--- src/thermal_trip_pkg.sv ---
/*
 * Shared constants and carrier types for the thermal trip and power status block.
 * Assumes a single 50 MHz reference clock; no software-visible registers.
 */
package thermal_trip_pkg;
   localparam int unsigned CLK_FREQ_HZ    = 50_000_000;
   localparam int unsigned VSEL_WIDTH     = 5;
   // settle time for the voltage-select outputs before power good, in ns
   localparam int unsigned VSEL_SETTLE_NS = 1000;
   localparam int unsigned VSEL_SETTLE_CYC =
      (VSEL_SETTLE_NS * (CLK_FREQ_HZ / 1_000_000) + 999) / 1000;
   localparam int unsigned SETTLE_CNT_W   = 8;
   localparam logic [SETTLE_CNT_W-1:0] SETTLE_LAST = 8'(VSEL_SETTLE_CYC - 1);
   localparam logic [SETTLE_CNT_W-1:0] SETTLE_ZERO = 8'h00;
   localparam logic [VSEL_WIDTH-1:0]   VSEL_RESET  = 5'h00;

   typedef enum logic [1:0] {
      ST_RUN,
      ST_TRIPPED,
      ST_POWER_OFF
   } trip_state_t;

   // supply-side status sampled from pins
   typedef struct packed {
      logic coreOn;
      logic termOn;
   } supply_t;
endpackage

--- src/thermal_trip_power_status.sv ---
/*
 * Thermal trip latch, execution halt and termination power-good signalling.
 * Assumes overtemperature and supply-present levels arrive asynchronously and
 * that the voltage-select code is a fused value from logic on ref_clk.
 */
//
// Operation
// - An overtemperature report halts execution and drives the low-active trip output.
// - The trip output stays latched until reset or loss of both supplies; halt stays until reset.
// - With no hysteresis, a reset while cool clears the trip and lets execution resume.
// - A reset while still hot releases the trip output and halt, which return three enabled clocks after reset.
// - Once both supplies are off the trip output is released.
// - Termination power good rises only after the voltage-select outputs are stable.
`timescale 1ns/1ps
module thermal_trip_power_status (
   // clock, reset, enable
   input  wire logic                                     ref_clk,
   input  wire logic                                     rst_n,
   input  wire logic                                     clkEn,
   // asynchronous pins
   input  wire logic                                     overTempIn,
   input  wire thermal_trip_pkg::supply_t                supplyIn,
   // from core logic
   input  wire logic [thermal_trip_pkg::VSEL_WIDTH-1:0]  voltageSelectIn,
   // outputs
   output logic                                          thermal_trip_out_n,
   output logic                                          haltExec,
   output logic [thermal_trip_pkg::VSEL_WIDTH-1:0]       voltage_select_code,
   output logic                                          termination_power_good
);
   logic                                 otMeta_ff;
   logic                                 otSync_ff;
   thermal_trip_pkg::supply_t            supMeta_ff;
   thermal_trip_pkg::supply_t            supSync_ff;
   thermal_trip_pkg::trip_state_t        state_ff;
   thermal_trip_pkg::trip_state_t        nxt_state;
   logic [thermal_trip_pkg::SETTLE_CNT_W-1:0] settle_ff;
   logic                                 bothOff;

   always_ff @(posedge ref_clk) begin
      if (!rst_n) begin
         otMeta_ff  <= 1'b0;
         otSync_ff  <= 1'b0;
         supMeta_ff <= '0;
         supSync_ff <= '0;
      end else if (clkEn) begin
         otMeta_ff  <= overTempIn;
         otSync_ff  <= otMeta_ff;
         supMeta_ff <= supplyIn;
         supSync_ff <= supMeta_ff;
      end
   end

   // both rails must be gone together; one alone keeps the trip latched
   // supply sync resets to off, harmless because RUN ignores the supplies
   assign bothOff = !supSync_ff.coreOn && !supSync_ff.termOn;

   always_comb begin
      nxt_state = state_ff;
      case (state_ff)
         thermal_trip_pkg::ST_RUN: begin
            if (otSync_ff) begin
               nxt_state = thermal_trip_pkg::ST_TRIPPED;
            end
         end
         thermal_trip_pkg::ST_TRIPPED: begin
            if (bothOff) begin
               nxt_state = thermal_trip_pkg::ST_POWER_OFF;
            end
         end
         // stays dark until reset restarts; returning power is ignored
         thermal_trip_pkg::ST_POWER_OFF: begin
            nxt_state = thermal_trip_pkg::ST_POWER_OFF;
         end
         default: begin
            nxt_state = thermal_trip_pkg::ST_TRIPPED;
         end
      endcase
   end

   // reset clears the trip when cool; re-trips when hot
   always_ff @(posedge ref_clk) begin
      if (!rst_n) begin
         state_ff <= thermal_trip_pkg::ST_RUN;
      end else if (clkEn) begin
         state_ff <= nxt_state;
      end
   end

   // release trip after both supplies off
   always_ff @(posedge ref_clk) begin
      if (!rst_n) begin
         thermal_trip_out_n <= 1'b1;
         haltExec           <= 1'b0;
      end else if (clkEn) begin
         thermal_trip_out_n <= !(nxt_state == thermal_trip_pkg::ST_TRIPPED);
         haltExec           <= nxt_state != thermal_trip_pkg::ST_RUN;
      end
   end

   always_ff @(posedge ref_clk) begin
      if (!rst_n) begin
         settle_ff              <= thermal_trip_pkg::SETTLE_ZERO;
         voltage_select_code    <= thermal_trip_pkg::VSEL_RESET;
         termination_power_good <= 1'b0;
      end else if (clkEn) begin
         voltage_select_code <= voltageSelectIn;
         if (voltageSelectIn != voltage_select_code) begin
            // any change restarts settling, so the regulator never sees a moving code
            settle_ff              <= thermal_trip_pkg::SETTLE_ZERO;
            termination_power_good <= 1'b0;
         // count saturates at the last value until the code moves
         end else if (settle_ff == thermal_trip_pkg::SETTLE_LAST) begin
            termination_power_good <= 1'b1;
         end else begin
            settle_ff <= settle_ff + 8'h01;
         end
      end
   end
endmodule

--- config.mk ---
export PLATFORM = sky130hd
export DESIGN_NAME = thermal_trip_power_status
export DESIGN_NICKNAME = d
export VERILOG_FILES = /design/src/thermal_trip_pkg.sv /design/src/thermal_trip_power_status.sv
export SDC_FILE = /design/constraint.sdc
export NUM_CORES = 1
export LEC_CHECK = 0
export CORE_UTILIZATION = 60
export CTS_BUF_LIST = sky130_fd_sc_hd__clkbuf_16
export DETAILED_ROUTE_END_ITERATION = 8
export DONT_BUFFER_PORTS = 1
export HOLD_SLACK_MARGIN = 0.12
export PLACE_DENSITY = 0.88
export SYNTH_ARGS = -nofsm -noshare
export SYNTH_HDL_FRONTEND = slang
export SYNTH_SLANG_ARGS = --single-unit
export TNS_END_PERCENT = 10
--- constraint.sdc ---
create_clock -name ref_clk -period 3.3 [get_ports ref_clk]
set_clock_uncertainty 0.15 [all_clocks]
set_input_delay 0.66 -clock ref_clk [delete_from_list [all_inputs] [get_ports ref_clk]]
set_output_delay 0.66 -clock ref_clk [all_outputs]
set_load 0.005 [all_outputs]
# Word-level counts from Yosys, hierarchy flattened
# Index checks and enable logic that the tools add are counted.
# word_totals
regBits	24
latchBits	0
ramBits	0
rom_bits	0
output_inout_bits	8
wordCells	35
memories	0
# classes
addsub	1
multipliers	0
n_div	0
n_lt_le_gt_ge	0
eq_ne	6
shifts	0
n_mux	7
bitwise_logic	0
reduce_logical	9
# op_table
cell	n
8-bit two-way mux	2
8-bit by 1-bit adder with 8-bit output (second input constant)	1
8-bit by 6-bit equality test with 1-bit output (second input constant)	1
2-bit case mux with 3 select lines	1
5-bit != test	1
2-bit by 1-bit equality test with 1-bit output (second input constant)	2
2-bit two-way mux	2
2-bit AND reduction	2
2-bit nonzero test	2
1-bit zero test	3
2-bit equality test (second input constant)	1
2-bit zero test	1
1-bit two-way mux	2
2-bit != test (second input constant)	1
1-bit logical AND	1

# Depth between registers and ports, before layout
# Gate-level depths: netlist (run 1).
# depth
depth_word	6
depth_mapped	6
depth_no_buf	6

# Worst setup path before layout (run 1)
# OpenSTA, ideal clock, no wires.
# synth_path
path_type	input-to-reg
from	in voltageSelectIn[3] (netlist bit)
to	reg settle_ff[2] (netlist bit)
setup_time_ns	0.076
t_arrival_ns	1.645
t_required_ns	3.074
path_slack_ns	1.428
stages	5
n_path_buf	1
cell_sequence	xnor2_1 nand3_1 buf_2 or4_1 a31oi_1
# synth_between
elab_chain_cells	3
word_cells_on_any_way	4
cone_classes	eq/ne (2); mux (1); reduce/logical (1)
# synth_rtl
element	line	source
start: declaration	thermal_trip_power_status.sv:24	input wire logic [thermal_trip_pkg::VSEL_WIDTH-1:0] voltageSelectIn,
5-bit != test (*)	thermal_trip_power_status.sv:108	if (voltageSelectIn != voltage_select_code) begin
2-bit != test (no source line)	--	
2-bit AND reduction (no source line)	--	
end signal: assignment	thermal_trip_power_status.sv:103	settle_ff <= thermal_trip_pkg::SETTLE_ZERO;
end signal: assignment	thermal_trip_power_status.sv:110	settle_ff <= thermal_trip_pkg::SETTLE_ZERO;
end signal: assignment	thermal_trip_power_status.sv:116	settle_ff <= settle_ff + 8'h01;
end: declaration	thermal_trip_power_status.sv:37	logic [thermal_trip_pkg::SETTLE_CNT_W-1:0] settle_ff;
# Mark *: on every way between the ends. The rest lies on a longest branch, timed or not.
# A chain may end at the register's enable or synchronous reset.

# Final worst setup path (run 1)
# layout_path
from	reg settle_ff[1] (netlist bit)
to	reg settle_ff[2] (netlist bit)
# layout_between
elab_chain_cells	3
word_cells_on_any_way	6
cone_classes	add/sub (1); eq/ne (2); mux (2); reduce/logical (1)
# layout_rtl
element	line
8-bit by 1-bit adder with 8-bit output or 8-bit by 6-bit equality test with 1-bit output (tied branches)	thermal_trip_power_status.sv:116, thermal_trip_power_status.sv:113
8-bit two-way mux or 2-bit != test (tied branches)	--
8-bit two-way mux or 2-bit AND reduction (tied branches)	--
# Several ways; a longest one is shown, not always the timed one. The select of a mux whose other input is x is not followed.

==> results of run 1 <==
## metal layers
metal / share of wire [%] / GRT usage [%] / vias to the layer above
met5: 0 / 0 / -
met3: 7.1 / 5.10 / 9
met4: 3.2 / 14.7 / 0
met2: 47 / 38.3 / 44
li1: - / - / 467
met1: 43 / 32.4 / 447
## worst max-delay path, stage by stage, from the launching register on
cell     delay (ps)
dfxtp_1         400
inv_1           100
ha_1            210
nor4b_1         160
and2_1          220
or4_1           530
a31oi_1         130
## flip-flops by register name (all words and copies together) (netlist names)
register	count
haltExec	1
otMeta_ff	1
otSync_ff	1
settle_ff	8
state_ff	2
supMeta_ff	2
supSync_ff	2
termination_power_good	1
thermal_trip_out_n	1
voltage_select_code	5
## cells in the final DEF, fill, tap and decap left out, types with 2 or more instances in the layout
| master | n |
|---|---|
| dfxtp_1 | 24 |
| nor2_1 | 15 |
| mux2i_1 | 12 |
| nand2_1 | 10 |
| nand3_1 | 5 |
| xnor2_1 | 5 |
| inv_1 | 4 |
| and3_1 | 4 |
| a21oi_1 | 3 |
| a31oi_1 | 3 |
| o21ai_0 | 3 |
| nor4_1 | 3 |
| o21a_1 | 3 |
| clkbuf_16 | 3 |
| nor3_1 | 2 |
| nand2b_1 | 2 |
| and2_1 | 2 |
| a211oi_1 | 2 |
| or4_1 | 2 |
| or4b_1 | 2 |
| ha_1 | 2 |
## power groups by stage
stage | clock network, uW | logic [uW] | registers (uW)
6_report | 342 | 40.1 | 309
5_1_grt | 349 | 44.9 | 310
4_1_cts | 342 | 40.0 | 309
3_5_place_dp | 0 | 39.6 | 315
3_3_place_gp | 0 | 37.2 | 315
2_1_floorplan | 0 | 42.1 | 313
## worst paths after layout
check                             startpoint                               to  slack [ps]  depth (start not counted)
max                settle_ff[1]$_SDFFE_PN0P_        settle_ff[2]$_SDFFE_PN0P_        1320                          6
min          thermal_trip_out_n$_SDFFE_PN1P_  thermal_trip_out_n$_SDFFE_PN1P_         320                          2
max reg2reg        settle_ff[1]$_SDFFE_PN0P_        settle_ff[2]$_SDFFE_PN0P_        1320                          6
min reg2reg  thermal_trip_out_n$_SDFFE_PN1P_  thermal_trip_out_n$_SDFFE_PN1P_         320                          2
## cells by family after synthesis
group	count (synthesis)
AO/OA/AOI/OAI	20
flip-flops	24
adder cells (fa/ha/maj)	2
multiplexers	12
buffers and inverters	12
XOR/XNOR	5
AND/OR/NAND/NOR	56
## layout make-up
class | instances | area, um^2 | area share (%)
clock buffers | 3 | 75.1 | 5.90
clock inverters | 1 | 30.0 | 2.36
inverters | 5 | 18.8 | 1.47
multi-input cells | 95 | 637 | 50.0
flip-flops and latches | 24 | 480 | 37.8
well taps | 25 | 31.3 | 2.46
## stage by stage
step	total power [uW]	hold slack [ps]	cell area [um^2]	util [%]
2_1_floorplan	355	297	1170	-
3_3_place_gp	352	313	1170	65.5
3_5_place_dp	355	319	1170	65.5
4_1_cts	691	327	1270	71.4
5_1_grt	704	347	1270	71.4
6_report	691	325	1270	71.4
==> run summary, run 1 <==
Inserted Clock Buffers = 3
Clock net sink count = 24
Final Max Slew Viols = 0
Synth area leader = dfxtp_1
Slew @ Worst Pin = 511 ps
CTS root buffer = clkbuf_16
Hold Buf Count CTS = 0
Synth cell types = 39
Status = complete, no violations
Seq cells post-synth = 24
Setup Viol. Count Final = 0
Number of enable flip-flop cells after synthesis = 0
# DRC = 0
Fillcell total = 121
Unrepaired setup endpoints after global routing = false
Maximum vdd drop = 375 uV
Largest family of logic cells by synthesized area = simple AND/OR/NAND/NOR gates
Avg WL per Cell = 15.5 um
Initial antenna violation count = 0
Clock Power Share = 49.5%
Pre-CTS setup slack = 1180 ps
I/O pin cnt = 19
Pin count of the biggest net entering global routing = 32
Core Area = 0.00178 mm^2
Top-count cell post-synth = dfxtp_1
Global-route usage over all layers = 25.0%
Die area = 0.00213 mm^2
Critical Path AT = 2000 ps
Minimum clock period = 1980 ps
Pint = 559 uW
Dpl cells = 149
Post-synthesis mux area share = 10.3%
Chip Width = 46.1 um
Top cell type's share of synthesized area = 41.2%
Post-synthesis xor/xnor area fraction = 3.75%
CTS tree = built
Mapped Cells = 131
Final period util = 59.9%
Post-synthesis compound-gate area fraction = 12.4%
Top FF cell, synth = dfxtp_1
Critical Path Fanout Max = 4
Initial DRC count = 37
Switch share = 19.1%
Gate power share = 5.8%
Via Count = 967
Setup TNS = 0 ps
Hold Path Class = reg2reg
Clock Latency Late Sink = 260 ps
Crit. End Element = flip-flop
Synth cell count leaders = 24 x dfxtp_1, 15 x nor2_1, 12 x mux2i_1, 10 x nand2_1
Post_cts resized = 0
Vias in the first global route = 864
Fmax = 0.506 GHz
Kind of critical path = reg2reg
Gpl congestion = 0.773
Routed WL = 2.37 mm
Post-Layout Cell Count = 153
Syn Nets = 144
CP Launch Type = flip-flop
Die H = 46.1 um
Share of post-route cells with drive strength above 1 = 5.47%
NetSw = 132 uW
Worst slew margin = 65.7%
Nets = 142
DRT Pass-1 Iters = 4
Synth area leaders = dfxtp_1 41%, mux2i_1 10%, nor2_1 4.8%, xnor2_1 3.8%, nand2_1 3.2%
Vias/cell = 6.32
GRT overflow = 0
Setup slack after layout = 1320 ps
H-Tree Depth = 1
Synth Area in Adders = 2.14%
Final HPWL DP = 1.52 mm
Critical path required time = 3320 ps
Number of cell rows = 15
Area Overhead vs Synth = 9.00%
Synth warn = 0
Syn avg cell area = 8.91 um^2
Hold Fails Final Rpt = 0
Postcts setup bufs = 0
First-pass GRT wire length = 3.81 mm
# diodes = 0
PortBufs = 0
Syn Std Cell Area = 0.00117 mm^2
Pleak = 0.000479 uW
Initial Util = 65.5%
Max Cap Violations = 0
Synth Area in Simple Gates = 25.9%
Antenna-violating nets left = 0
Register clock-pin slew on the reported worst setup and hold paths = 60 ps
Asr flop ratio synth = 0%
Seq pwr share = 44.7%
Pwr per Cell Area = 543 mW/mm^2
Max Root-Sink Buffers = 2
Register area share after synthesis = 41.2%
(Power assumes the default switching activity.)
==> run 2: changes to the inputs <==
Clock period 3.3 ns to 1.9 ns, I/O delays scaled along.
==> run 2 against run 1 <==
  * Sequential power grew 74%
  * Critical path depth is the same
  * Final cell count grew 2.6%
  * Sequential cell count is the same
  * Critical endpoint unchanged
  * Clock power grew 33%
  * Combinational power grew 100%
  * Cell area grew 1.3%
  * Die area is the same
  * First-iteration DRC count shrank 38%
==> run summary, run 2 (synthesis gave the netlist of run 1 again) <==
Status = complete, no violations (unchanged)
Final Max Slew Viols = 0 (unchanged)
First-pass GRT wire length = 3.61 mm (was 3.81 mm)
Inserted Clock Buffers = 3 (unchanged)
Final period util = 94.9% (was 59.9%)
# DRC = 0 (unchanged)
Kind of critical path = reg2reg (unchanged)
Core Area = 0.00178 mm^2 (unchanged)
Hold Fails Final Rpt = 0 (unchanged)
Number of cell rows = 15 (unchanged)
Via Count = 944 (was 967)
Clock Power Share = 42.4% (was 49.5%)
Slew @ Worst Pin = 376 ps (was 511 ps)
Worst slew margin = 74.6% (was 65.7%)
Initial antenna violation count = 0 (unchanged)
Maximum vdd drop = 711 uV (was 375 uV)
Seq pwr share = 50.1% (was 44.7%)
Fin Hold WS = 122 ps (was 325 ps)
Register clock-pin slew on the reported worst setup and hold paths = 60 ps (about the same)
Top reg by flops = settle_ff (unchanged)
Vias in the first global route = 910 (was 864)
DRT Pass-1 Iters = 4 (unchanged)
Gpl congestion = 0.849 (was 0.773)
Antenna-violating nets left = 0 (unchanged)
Max Cap Violations = 0 (unchanged)
Setup Viol. Count Final = 0 (unchanged)
GRT overflow = 0 (unchanged)
Largest register FFs = 8 (unchanged)
NetSw = 232 uW (was 132 uW)
# diodes = 0 (unchanged)
H-Tree Depth = 1 (unchanged)
Chip Width = 46.1 um (unchanged)
Pint = 839 uW (was 559 uW)
CTS root buffer = clkbuf_16 (unchanged)
Critical path required time = 1930 ps (was 3320 ps)
Max Root-Sink Buffers = 2 (unchanged)
Commonest non-fill, non-tap cell in the layout = dfxtp_1 (unchanged)
PortBufs = 0 (unchanged)
Fillcell total = 128 (was 121)
Unrepaired setup endpoints after global routing = false (unchanged)
I/O pin cnt = 19 (unchanged)
Max incr delay on CP = 520 ps (was 530 ps)
Switch share = 21.7% (was 19.1%)
Routed WL = 2.24 mm (was 2.37 mm)
Pwr per Cell Area = 832 mW/mm^2 (was 543 mW/mm^2)
Vias/cell = 6.01 (was 6.32)
Pleak = 0.000485 uW (was 0.000479 uW)
Top flop regs = settle_ff (8), voltage_select_code (5) (unchanged)
Area Overhead vs Synth = 10.4% (was 9.00%)
Die H = 46.1 um (unchanged)
CP Launch Type = flip-flop (unchanged)
CTS tree = built (unchanged)
Setup slack after layout = 96.0 ps (was 1320 ps)
Share of post-route cells with drive strength above 1 = 7.58% (was 5.47%)
Slowest-stage cell, CP = or4_1 (unchanged)
Avg WL per Cell = 14.3 um (was 15.5 um)
Initial Util = 65.5% (unchanged)
Pre-CTS setup slack = 69.1 ps (was 1180 ps)
Hold Path Class = in2reg (was reg2reg)
Global-route usage over all layers = 24.1% (was 25.0%)
Final core occ = 72.3% (was 71.4%)
Gate power share = 7.5% (was 5.8%)
Setup TNS = 0 ps (unchanged)
Clock Latency Late Sink = 260 ps (about the same)
Critical Path AT = 1840 ps (was 2000 ps)
Initial DRC count = 23 (was 37)
CP cell instances = inv_1 > ha_1 > nor4b_1 > and2_1 > or4_1 > a31oi_1 (unchanged)
Pin count of the biggest net entering global routing = 28 (was 32)
Nets = 146 (was 142)
Most frequent cells in the layout = 23 x dfxtp_1, 15 x nor2_1, 12 x mux2i_1 (was 24 x dfxtp_1, 15 x nor2_1, 12 x mux2i_1)
Clock net sink count = 24 (unchanged)
Die area = 0.00213 mm^2 (unchanged)
Fmax = 0.554 GHz (was 0.506 GHz)
Critical Path Fanout Max = 4 (unchanged)
Tot Pwr = 1070 uW (was 691 uW)
Crit. End Element = flip-flop (unchanged)
Final HPWL DP = 1.50 mm (was 1.52 mm)
Minimum clock period = 1800 ps (was 1980 ps)
[run 2: cell count changes in the layout (fill, tap and decap cells not counted), sizes merged]
cell	delta
buf	+2
bufinv	-1
clkinv	+1
dlygate4sd3	+2
[run 2: what timing repair did]
action                                  CTS  global route
resized for setup                         0             2
endpoints found under the hold margin     7             0
endpoints found under the setup margin    0             3
hold buffers                              2             0
buffers inserted                          0             0
[run 2: layout make-up]
class / instances / area [um^2] / area share (%)
multi-input combinational: 95 / 643 / 49.9
clock inverter: 1 / 3.75 / 0.291
clock buffer: 3 / 75.1 / 5.83
tap: 25 / 31.3 / 2.43
timing repair buffer: 4 / 35.0 / 2.72
sequential: 24 / 482 / 37.4
inverter: 5 / 18.8 / 1.46
[run 2: worst paths after layout]
kind / startpoint / endpoint / slack [ps] / depth (start not counted)
hold / removal: voltageSelectIn[0] / voltage_select_code[0]$_SDFFE_PN0P_ / 120 / 2
setup / recovery: settle_ff[1]$_SDFFE_PN0P_ / settle_ff[2]$_SDFFE_PN0P_ / 100 / 6
hold reg to reg: thermal_trip_out_n$_SDFFE_PN1P_ / thermal_trip_out_n$_SDFFE_PN1P_ / 320 / 2
setup reg to reg: settle_ff[1]$_SDFFE_PN0P_ / settle_ff[2]$_SDFFE_PN0P_ / 100 / 6
[run 2: power by group through the flow]
stage | Clock [uW] | Sequential [uW] | Combinational, uW
after detailed placement | 0 | 548 | 72.7
after global placement | 0 | 546 | 70.3
after global routing | 482 | 539 | 88.0
final | 454 | 537 | 80.6
after CTS | 463 | 537 | 79.4
after floorplan | 0 | 544 | 73.1
[run 2: metrics by stage]
stage	std cells	instance area (um^2)
3_3_place_gp	151	1180
4_1_cts	157	1280
2_1_floorplan	131	1170
6_report	157	1290
5_1_grt	157	1290
3_5_place_dp	151	1180
[run 2: metal layers]
layer  vias up  GRT usage (%)  part of all wire (%)
li1        468              -                     -
met1       438           28.5                    45
met2        32           38.9                    47
met3         6           5.49                   6.1
met4         0           15.3                   2.4
met5         -              0                     0
[run 2: worst max-delay path, delay by kind of cell, from the launching register on]
family	cells	cell delay (ps)
and+or+nand+nor	3	890
buffers and inverters	1	50
AOI/OAI and AO/OA	1	130
DFF	1	350
adders and majority gates	1	160
==> run 3: changes to the inputs <==
Clock period 1.9 ns to 2.1 ns, I/O delays scaled along.
==> run 3 against run 2 <==
  * Sequential cell count stayed put
  * Via count is 3.2% higher
  * Fmax is 5.3% lower
  * Sequential power is 9.5% lower
  * Critical path depth is 1 lower
  * Hold slack better by 6.1 ps
  * Utilization is 0.070 points higher
  * Wire length is 11% higher
  * Register-to-register slack better by 99 ps
  * Die area stayed put
==> run summary, run 3 (synthesis gave the netlist of run 1 again) <==
Clock net sink count = 24 (unchanged)
Commonest non-fill, non-tap cell in the layout = dfxtp_1 (unchanged)
Initial antenna violation count = 0 (unchanged)
Inserted Clock Buffers = 3 (unchanged)
Hold Buf Count CTS = 1 (was 2)
Setup slack after layout = 195 ps (was 96.0 ps)
Pwr per Cell Area = 846 mW/mm^2 (was 832 mW/mm^2)
Largest register FFs = 8 (unchanged)
Gpl congestion = 0.789 (was 0.849)
Final Max Slew Viols = 0 (unchanged)
Avg WL per Cell = 16.1 um (was 14.3 um)
Fmax = 0.525 GHz (was 0.554 GHz)
Via Count = 974 (was 944)
Chip Width = 46.1 um (unchanged)
Top flop regs = settle_ff (8), voltage_select_code (5) (unchanged)
Max Cap Violations = 0 (unchanged)
First-pass GRT wire length = 4.26 mm (was 3.61 mm)
CP Launch Type = flip-flop (unchanged)
Vias in the first global route = 957 (was 910)
Kind of critical path = reg2reg (unchanged)
Slew @ Worst Pin = 551 ps (was 376 ps)
GRT overflow = 0 (unchanged)
Final HPWL DP = 1.61 mm (was 1.50 mm)
PortBufs = 0 (unchanged)
Critical Path AT = 1960 ps (was 1840 ps)
Post-Layout Cell Count = 155 (was 157)
CTS tree = built (unchanged)
# DRC = 0 (unchanged)
Global-route usage over all layers = 29.3% (was 24.1%)
Antenna-violating nets left = 0 (unchanged)
Pre-CTS setup slack = 232 ps (was 69.1 ps)
Core Area = 0.00178 mm^2 (unchanged)
DRT Pass-1 Iters = 5 (was 4)
Dpl cells = 150 (was 151)
CTS root buffer = clkbuf_16 (unchanged)
Fin Hold WS = 128 ps (was 122 ps)
Area Overhead vs Synth = 10.5% (was 10.4%)
Number of cell rows = 15 (unchanged)
Minimum clock period = 1900 ps (was 1800 ps)
Nets = 144 (was 146)
Post_cts resized = 0 (unchanged)
Routed WL = 2.50 mm (was 2.24 mm)
Clock Latency Late Sink = 260 ps (about the same)
Critical path required time = 2150 ps (was 1930 ps)
Initial Util = 65.5% (unchanged)
Worst slew margin = 62.7% (was 74.6%)
Top reg by flops = settle_ff (unchanged)
Status = complete, no violations (unchanged)
Critical Path Fanout Max = 5 (was 4)
Postcts setup bufs = 0 (unchanged)
Setup Viol. Count Final = 0 (unchanged)
Final period util = 90.7% (was 94.9%)
Share of post-route cells with drive strength above 1 = 6.15% (was 7.58%)
Setup TNS = 0 ps (unchanged)
# diodes = 0 (unchanged)
Die H = 46.1 um (unchanged)
Hold Path Class = in2reg (unchanged)
Hold Fails Final Rpt = 0 (unchanged)
H-Tree Depth = 1 (unchanged)
Max Root-Sink Buffers = 2 (unchanged)
Final core occ = 72.4% (was 72.3%)
Pleak = 0.000488 uW (was 0.000485 uW)
Pin count of the biggest net entering global routing = 31 (was 28)
Crit. End Element = flip-flop (unchanged)
Register clock-pin slew on the reported worst setup and hold paths = 60 ps (about the same)
Maximum vdd drop = 777 uV (was 711 uV)
I/O pin cnt = 19 (unchanged)
Initial DRC count = 27 (was 23)
Die area = 0.00213 mm^2 (unchanged)
Unrepaired setup endpoints after global routing = false (unchanged)
Most frequent cells in the layout = 24 x dfxtp_1, 15 x nor2_1, 12 x mux2i_1 (was 23 x dfxtp_1, 15 x nor2_1, 12 x mux2i_1)
Vias/cell = 6.28 (was 6.01)
run 3: changes by cell type in the layout (fill, tap and decap cells not counted), sizes merged:
cell and change:
buf -1, bufinv +1, clkinv -1, dlygate4sd3 -1
run 3: where the power goes:
group / internal (uW) / total (uW) / switching [uW]
registers: 471 / 486 / 14.4
clock network: 379 / 538 / 159
logic: 30.6 / 68.4 / 37.8
total: 881 / 1090 / 211
run 3: per-layer routing:
layer | global-route usage [%] | part of all wire, % | vias to the layer above
met5 | 0 | 0 | -
met4 | 23.5 | 5.3 | 0
met3 | 9.02 | 8.7 | 13
met2 | 45.9 | 49 | 47
met1 | 32.5 | 37 | 442
li1 | - | - | 472
run 3: worst max-delay path, cell delays in order (launching register included):
cell and delay [ps]:
dfxtp_1 390, ha_1 180, nor4b_1 470, nand4_1 190
o21ai_0 270, a32o_1 190
run 3: per-stage QoR:
step	total power [uW]	area (um^2)
finish	1090	1290
global route	1120	1290
CTS	1100	1290
detailed placement	560	1170
global placement	555	1170
floorplan	558	1170
run 3: layout make-up:
cell class              instances  area, um^2
inverters                       5        18.8
well taps                      25        31.3
clock inverters                 1        30.0
multi-input cells              95         637
flip-flops and latches         24         480
repair buffers                  2        17.5
fillers                       135         493
clock buffers                   3        75.1
run 3: final timing paths:
kind	start	endpoint	slack [ps]	cells past startpoint
setup / recovery	settle_ff[0]$_SDFFE_PN0P_	settle_ff[1]$_SDFFE_PN0P_	200	5
hold / removal	clkEn	haltExec$_SDFFE_PN0P_	130	1
setup reg to reg	settle_ff[0]$_SDFFE_PN0P_	settle_ff[1]$_SDFFE_PN0P_	200	5
hold reg to reg	thermal_trip_out_n$_SDFFE_PN1P_	thermal_trip_out_n$_SDFFE_PN1P_	330	2
